$ cat src/mrs_pkg.sv
package mrs_pkg;
   localparam int unsigned DATA_W = 32;
   localparam int unsigned ADDR_W = 8;
   localparam int unsigned CW_W = 6;
   localparam int unsigned RL_W = 4;
   localparam int unsigned OCTET_W = 8;
   localparam int unsigned CNT_W = 8;

   // register bases; each register owns four words: plain, clear, set, invert
   localparam logic [ADDR_W-1:0] CLRT_BASE = 8'h00;
   localparam logic [ADDR_W-1:0] SADDR_BASE = 8'h10;
   localparam logic [ADDR_W-1:0] BLOCK_MASK = 8'hf0;
   localparam logic [1:0] ALIAS_PLAIN = 2'h0;
   localparam logic [1:0] ALIAS_CLR = 2'h1;
   localparam logic [1:0] ALIAS_SET = 2'h2;
   localparam logic [1:0] ALIAS_INV = 2'h3;
   localparam int unsigned ALIAS_LSB = 2;
   localparam int unsigned HALF_SEL_BIT = 1;

   // collision window / retry limit field layout
   localparam int unsigned CW_LSB = 8;
   localparam int unsigned RL_LSB = 0;
   localparam logic [CW_W-1:0] CW_RESET = 6'h37;
   localparam logic [RL_W-1:0] RL_RESET = 4'hf;

   // station address low layout
   localparam int unsigned OCT6_LSB = 8;
   localparam int unsigned OCT5_LSB = 0;

   localparam logic [DATA_W-1:0] CLRT_IMPL = 32'h0000_3f0f;
   localparam logic [DATA_W-1:0] SADDR_IMPL = 32'h0000_ffff;
   localparam logic [DATA_W-1:0] LOW_HALF = 32'h0000_ffff;
   localparam logic [DATA_W-1:0] HIGH_HALF = 32'hffff_0000;

   typedef enum logic [1:0] {
      MRS_SZ_BYTE = 2'b00,
      MRS_SZ_HALF = 2'b01,
      MRS_SZ_WORD = 2'b10
   } mrs_size_t;

   typedef enum logic [0:0] {
      MRS_IDLE = 1'b0,
      MRS_TX = 1'b1
   } mrs_tx_state_t;
endpackage

$ cat src/mrs_regs.sv
// How it works
// - six-bit collision window at bits 13:8
// - collision window resets to fifty-five
// - four-bit retry limit; abort when exhausted
// - retry limit resets to fifteen
// - halfword and word access, clear/set/invert aliases
// - byte accesses ignored, contents unchanged
// - octet six bits 15:8, five 7:0
// - station octets load factory value at reset
// - unimplemented bits read as zero
module mrs_regs #(
   parameter logic [15:0] FACTORY_STATION_LOW = 16'h0000 // arbitrary neutral value
) (
   input wire logic mclk,
   input wire logic sys_rst,
   input wire logic [mrs_pkg::ADDR_W-1:0] bus_addr,
   input wire logic bus_wr,
   input wire logic bus_rd,
   input wire mrs_pkg::mrs_size_t bus_size,
   input wire logic [mrs_pkg::DATA_W-1:0] bus_wdata,
   output logic [mrs_pkg::DATA_W-1:0] bus_rdata,
   output logic bus_ack,
   input wire logic tx_start,
   input wire logic tx_byte,
   input wire logic tx_collision,
   input wire logic tx_done,
   output logic retry_req,
   output logic excess_abort,
   output logic late_collision,
   output logic [mrs_pkg::CW_W-1:0] collision_window_bytes,
   output logic [mrs_pkg::RL_W-1:0] retry_limit,
   output logic [mrs_pkg::OCTET_W-1:0] station_octet_six,
   output logic [mrs_pkg::OCTET_W-1:0] station_octet_five
);
   import mrs_pkg::*;

   typedef struct packed {
      logic [CW_W-1:0] cw;
      logic [RL_W-1:0] rl;
      logic [15:0] sa;
      mrs_tx_state_t st;
      logic [CNT_W-1:0] bytes;
      logic [RL_W-1:0] retries;
      logic retry;
      logic excess;
      logic late;
      logic [DATA_W-1:0] rdata;
      logic ack;
   } mrs_state_t;

   mrs_state_t cur_ff;
   mrs_state_t nxt_cur;

   // the window compare needs the byte counter wider than the window field
   if (CNT_W <= CW_W) begin : g_bad_cnt
      $error("byte counter must exceed window width");
   end

   // apply a plain, clear, set or invert alias write under a lane mask
   function automatic logic [DATA_W-1:0] alias_apply(
      input logic [DATA_W-1:0] old_v,
      input logic [DATA_W-1:0] wd,
      input logic [DATA_W-1:0] mask,
      input logic [1:0] kind
   );
      logic [DATA_W-1:0] r;
      r = old_v;
      case (kind)
         ALIAS_PLAIN: r = (old_v & ~mask) | (wd & mask);
         ALIAS_CLR: r = old_v & ~(wd & mask);
         ALIAS_SET: r = old_v | (wd & mask);
         ALIAS_INV: r = old_v ^ (wd & mask);
         default: r = old_v;
      endcase
      return r;
   endfunction

   function automatic logic hits(input logic [ADDR_W-1:0] a, input logic [ADDR_W-1:0] base);
      return (a & BLOCK_MASK) == base;
   endfunction

   logic [DATA_W-1:0] clrt_word;
   logic [DATA_W-1:0] sa_word;
   logic [DATA_W-1:0] lane_mask;
   logic [DATA_W-1:0] new_clrt;
   logic [DATA_W-1:0] new_sa;
   logic [1:0] kind;
   logic sized_ok;

   always_comb begin
      nxt_cur = cur_ff;
      clrt_word = '0;
      clrt_word[CW_LSB +: CW_W] = cur_ff.cw;
      clrt_word[RL_LSB +: RL_W] = cur_ff.rl;
      sa_word = '0;
      sa_word[15:0] = cur_ff.sa;
      kind = bus_addr[ALIAS_LSB +: 2];
      sized_ok = (bus_size == MRS_SZ_HALF) || (bus_size == MRS_SZ_WORD);
      if (bus_size == MRS_SZ_WORD) begin
         lane_mask = '1;
      end else if (bus_addr[HALF_SEL_BIT]) begin
         lane_mask = HIGH_HALF;
      end else begin
         lane_mask = LOW_HALF;
      end
      // unimplemented bits are dropped before storing so they always read zero
      new_clrt = alias_apply(clrt_word, bus_wdata, lane_mask, kind) & CLRT_IMPL;
      new_sa = alias_apply(sa_word, bus_wdata, lane_mask, kind) & SADDR_IMPL;

      nxt_cur.ack = bus_wr | bus_rd;
      nxt_cur.rdata = '0;
      if (bus_wr && sized_ok) begin
         if (hits(bus_addr, CLRT_BASE)) begin
            nxt_cur.cw = new_clrt[CW_LSB +: CW_W];
            nxt_cur.rl = new_clrt[RL_LSB +: RL_W];
         end else if (hits(bus_addr, SADDR_BASE)) begin
            nxt_cur.sa = new_sa[15:0];
         end
      end
      if (bus_rd && sized_ok) begin
         if (hits(bus_addr, CLRT_BASE)) begin
            nxt_cur.rdata = clrt_word & lane_mask;
         end else if (hits(bus_addr, SADDR_BASE)) begin
            nxt_cur.rdata = sa_word & lane_mask;
         end
      end

      nxt_cur.retry = 1'b0;
      nxt_cur.excess = 1'b0;
      nxt_cur.late = 1'b0;
      case (cur_ff.st)
         MRS_IDLE: begin
            if (tx_start) begin
               nxt_cur.st = MRS_TX;
               nxt_cur.bytes = '0;
            end
         end
         MRS_TX: begin
            if (tx_byte && (cur_ff.bytes != '1)) begin
               nxt_cur.bytes = cur_ff.bytes + 1'b1; // preamble and delimiter count too
            end
            if (tx_collision) begin
               nxt_cur.st = MRS_IDLE;
               if (cur_ff.bytes >= CNT_W'(cur_ff.cw)) begin
                  nxt_cur.late = 1'b1;
                  nxt_cur.retries = '0;
               end else if (cur_ff.retries >= cur_ff.rl) begin
                  nxt_cur.excess = 1'b1;
                  nxt_cur.retries = '0;
               end else begin
                  nxt_cur.retry = 1'b1;
                  nxt_cur.retries = cur_ff.retries + 1'b1;
               end
            end else if (tx_done) begin
               nxt_cur.st = MRS_IDLE;
               nxt_cur.retries = '0;
            end
         end
         default: nxt_cur.st = MRS_IDLE;
      endcase
   end

   always_ff @(posedge mclk) begin
      if (sys_rst) begin
         cur_ff <= '0;
         cur_ff.cw <= CW_RESET;
         cur_ff.rl <= RL_RESET;
         cur_ff.sa <= FACTORY_STATION_LOW;
         cur_ff.st <= MRS_IDLE;
      end else begin
         cur_ff <= nxt_cur;
      end
   end

   assign bus_rdata = cur_ff.rdata;
   assign bus_ack = cur_ff.ack;
   assign retry_req = cur_ff.retry;
   assign excess_abort = cur_ff.excess;
   assign late_collision = cur_ff.late;
   assign collision_window_bytes = cur_ff.cw;
   assign retry_limit = cur_ff.rl;
   assign station_octet_six = cur_ff.sa[OCT6_LSB +: OCTET_W];
   assign station_octet_five = cur_ff.sa[OCT5_LSB +: OCTET_W];
endmodule // mrs_regs

$ cat config.mk
export PLATFORM = sky130hd
export DESIGN_NAME = mrs_regs
export DESIGN_NICKNAME = d
export VERILOG_FILES = /design/src/mrs_pkg.sv /design/src/mrs_regs.sv
export SDC_FILE = /design/constraint.sdc
export NUM_CORES = 1
export LEC_CHECK = 0
export BUFFER_PORTS_ARGS = -buffer_cell sky130_fd_sc_hd__clkbuf_2
export CAP_MARGIN = 15
export CORE_UTILIZATION = 32
export DETAILED_ROUTE_END_ITERATION = 8
export REMOVE_ABC_BUFFERS = 1
export SLEW_MARGIN = 30
export SYNTH_ARGS = -nofsm -noshare
export SYNTH_HDL_FRONTEND = slang
export SYNTH_SLANG_ARGS = --single-unit
$ cat constraint.sdc
create_clock -name mclk -period 2 [get_ports mclk]
set_clock_uncertainty 0.05 [all_clocks]
set_input_delay 0.2 -clock mclk [delete_from_list [all_inputs] [get_ports mclk]]
set_output_delay 0.2 -clock mclk [all_outputs]
set_load 0.05 [all_outputs]
Word level (Yosys, flattened, before mapping):

Cells that the tools add are included.
W data, S select, Z words.

* $add $sub $neg: 2
* order comparisons: 2
* equality and inequality tests: 9
* mux-type cells: 18
* bitwise logic cells: 20
* reductions and logical operators: 14

Operators with widths (number)
* $mux W32: 4
* $pmux W16 S4: 1
* $pmux W14 S4: 1
* $and A16 B16 Y16: 3
* $and A14 B32 Y32: 1
* $and A16 B32 Y32: 1
* $not A16 Y16: 2
* $or A16 B16 Y16: 2
* $and A14 B14 Y14: 2
* $or A14 B14 Y14: 2
* $pmux W9 S2: 1
* $mux W4: 4
* $xor A16 B16 Y16: 1
* $xor A14 B14 Y14: 1
* $mux W9: 1
* $add A8 B1 Y8 const B: 1
* $ge A8 B6 Y1: 1
* $logic_not A8 Y1: 1
* $mux W8: 1
* $ne A8 B8 Y1 const B: 1
* $eq A2 B2 Y1 const B: 3
* $reduce_and A2 Y1: 3
* $mux W1: 5
* $add A4 B1 Y4 const B: 1
* 15 further kinds: 21

* register bits: 75
* input port bits: 50
* word-level logic and storage cells: 76

Depth between registers and ports, before layout:

* depth in word-level cells: 6
* mapped depth: 11
* depth with buffers taken out: 9

Least setup slack after synthesis:

OpenSTA, ideal clock, no wires.

* path type: input to register
* start point: in bus_size[0]
* end point: reg cur_ff (netlist bit station_octet_six[2])
* library setup time: 0.070 ns
* arrival time: 1.791 ns
* data required time: 1.880 ns
* setup slack: 0.088 ns
* cell stages on the path: 11
* path buffers: 2
* path through: inv_1 -> ha_1 -> nand2b_1 -> buf_2 -> clkbuf_1 -> nand2_1 -> ha_1 -> nand2_1 -> o21ai_0 -> a211o_1 -> a21oi_1

* cells in the longest elaborated chain, start to end: 6

RTL lines
* start: declaration: RTL line mrs_regs.sv:19 `input wire mrs_pkg::mrs_size_t bus_size,`
* $eq A2 B2 Y1: RTL line mrs_regs.sv:98, mrs_regs.sv:99
* $mux W32: RTL line mrs_regs.sv:99 `if (bus_size == MRS_SZ_WORD) begin`
* $and A16 B16 Y16 / $not A16 Y16 (equally long branches)
* $not A16 Y16 / $and A16 B16 Y16 (equally long branches): RTL line mrs_regs.sv:70, mrs_regs.sv:69
* $and A16 B16 Y16 / $or A16 B16 Y16 (equally long branches): RTL line mrs_regs.sv:70, mrs_regs.sv:69
* $pmux W16 S4: RTL line mrs_regs.sv:68 `case (kind)`
* end signal: assignment: RTL line mrs_regs.sv:171 `cur_ff <= nxt_cur;`
* end: declaration: RTL line mrs_regs.sv:51 `mrs_state_t cur_ff;`

Several ways; a longest one is shown, not always the timed one.
A chain may end at the register's enable or synchronous reset.

==> results.cfg <==
[status]
status = complete, no violations

[synth]
async_reset_ff_frac = 0
ys_seq_area_frac = 0.2894
synth_cells = 491
synth_top_area_share = 0.2894
synth-seq-cells = 59
syn_area_per_cell_um2 = 8.312
ys_warn_count = 0
synth_edf_count = 0
netlist_top_cells_area = dfxtp_1, ha_1, buf_4, nand2_1, o21ai_0
syn_area_um2 = 4081
yosys_most_used_dff = dfxtp_1
synth_top_area_cell = dfxtp_1
yosysUniqueCellTypes = 48

[global_routing]
antenna_found_initial = 0
overflow = 0
gr-usage-all-layers = 0.1573
grt_pass1_vias = 3120
grt_max_degree = 41
grt_pass1_wl_um = 15810

[layout]
final_cells = 705
syn_to_final_growth_pct = 16.83
final_area_um2 = 4768
n_fill_cell = 1277
nets = 631
insertedDiodeCount = 0
drive_above_1_share = 0.2439
fin_util = 0.3905

[flow_run]
cap_violations = 0

[clocking]
holdBufCountCts = 0
htree_levels = 3
root_buffer = clkbuf_16
clkTransAtPathRegs_ns = 0.05
clockBufferDepth = 2
cts.sinks = 59
clk_latency_ns = 0.34
numCtsBuffers = 9
tritoncts = yes

[floorplanning]
rows = 40
coreArea_um2 = 12210
initial_core_util = 0.3342
die_w_um = 114.9
io_pins = 112
dieHeight_um = 114.9
die_area_um2 = 13210

[placed_design]
post-place-ws_ns = 0.02475
dp.final_hpwl_um = 6941
place_congestion = 0.7711
place_area_um2 = 4384
numPortBuffers = 78
dpl.cell_count = 688

[sta]
finalHoldViolations = 0
finalCritPeriodShare = 0.9553
slew_viol_final = 0
fin_crit_ns = 1.911
whs_ns = 0.04285
setup_violations = 0
setup_ws_ns = 0.08942
fmax_ghz = 0.5234

[critical_path]
crit_type = reg2reg
worst_r2r_path_depth = 6
r2r_setup_slack_ns = 0.09
timing.rr.end = cur_ff[36]
worstPathMaxFanout = 5
arrival_ns = 2.13
endpoint = cur_ff[36]
cp.required_ns = 2.22
cp-end-kind = flip-flop
setup.worst_path.start_class = flip-flop

[detailed_routing]
drt-initial-drc-count = 172
vias_per_cell = 5.065
drtAntennaViolNets = 0
drc = 0
num_vias = 3571
wl_per_cell_um = 14.14
drt-pass1-iter-count = 5
drt_wl_total_um = 9966

[pwr]
power.leakage_uw = 0.002208
power_density_nw_per_um2 = 702.0
ir_drop_mv = 0.4159

[worst_hold_path]
hold_path.class = in2reg
synthesized netlist by cell type (2+ instances only):
master    instances
a211o_1          16
a21oi_1          33
a221oi_1         16
a22o_1           12
and2_1            6
and3_1            3
buf_1             3
buf_2             6
buf_4            59
clkbuf_1         21
dfxtp_1          59
ha_1             49
inv_1            14
mux2_2            2
nand2_1          73
nand2b_1          4
nand3_1           7
nand3b_1          3
nor2_1           11
nor2b_1           2
nor3_1            5
o211ai_1         13
o21a_1            2
o21ai_0          37
o21ai_1          10
o31ai_1           2
xnor2_1           2
stage by stage:
stage / TNS [ns] / total power [µW]
3_5_place_dp: 0 / 1654
6_report: 0 / 3347
3_3_place_gp: 0 / 1639
4_1_cts: 0 / 3386
2_1_floorplan: -4.488 / 1486
5_1_grt: -0.02527 / 3507
cells in the final DEF (no fill, tap or decap), drive strengths merged, types with 2 or more instances in the layout:
| master | synthesis | routed |
|---|---|---|
| mux2 | 3 | 3 |
| a221oi | 16 | 16 |
| xnor2 | 2 | 2 |
| o211ai | 13 | 13 |
| nand3b | 3 | 3 |
| o31ai | 2 | 2 |
| nor3b | 2 | 2 |
| and2 | 6 | 6 |
| a211o | 16 | 16 |
| o21ai | 47 | 47 |
| nor2 | 11 | 11 |
| a21oi | 33 | 33 |
| buf | 69 | 27 |
| clkbuf | 21 | 90 |
| inv | 14 | 14 |
| nand2 | 73 | 73 |
| or2 | 2 | 2 |
| ha | 49 | 49 |
| nand3 | 7 | 7 |
| dfxtp | 59 | 59 |
| o21a | 2 | 2 |
| and3 | 3 | 3 |
| bufinv | 0 | 2 |
| nand2b | 4 | 4 |
| nor3 | 5 | 5 |
| nor2b | 2 | 2 |
| a22o | 12 | 12 |
| conb | 1 | 16 |
power by group:
group          switching (µW)  internal, µW
clock network             558          1160
registers                10.4          1190
logic                     299           135
total                     867          2480
cell type report:
class / instances / area (µm²) / share of cell area
multi-input combinational: 343 / 2376 / 0.4983
sequential: 59 / 1182 / 0.2480
timing repair buffer: 105 / 618.1 / 0.1296
clock buffer: 12 / 256.5 / 0.05379
tap: 168 / 210.2 / 0.04408
clock inverter: 4 / 72.57 / 0.01522
inverter: 14 / 52.55 / 0.01102
worst min-delay path by stage:
| stage | startpoint | end | cells after the start |
|---|---|---|---|
| global route | tx_start | cur_ff[48] | 2 |
| global placement | tx_start | cur_ff[48] | 2 |
| detailed placement | tx_start | cur_ff[48] | 2 |
| floorplan | sys_rst | cur_ff[41] | 1 |
| CTS | tx_start | cur_ff[48] | 2 |
| finish | tx_start | cur_ff[48] | 2 |
critical path, cell delays in order (launching register included):
cell      delay, ns
dfxtp_1        0.32
inv_1          0.08
ha_4           0.25
a2111o_1       0.37
a41oi_2        0.26
nor3b_4        0.32
mux2_4         0.19
logic make-up (layout without fill, tap and decap cells):
family,Yosys count,after routing,share of synthesized area
XOR/XNOR,2,2,0.004293
flip-flops,59,59,0.2894
AO/OA/AOI/OAI,148,148,0.2410
multiplexers,3,3,0.008277
other,1,16,0.0009188
buffers and inverters,104,135,0.1536
AND/OR/NAND/NOR,125,125,0.1524
adder cells (fa/ha/maj),49,49,0.1502
per-layer routing:
metal  routed length [µm]  global-route usage  vias to the layer above
li1                     -                   -                     1762
met1                 4513              0.1943                     1680
met2                 4530              0.2474                      116
met3                  711             0.05588                       13
met4                  211             0.06667                        0
met5                    0                   0                        -
what timing repair did:
item                       CTS  global route
setup endpoints to repair    0             5
buffers inserted             0             1
resized for setup            0             8
No activity file was read; power rests on OpenSTA's default activity.
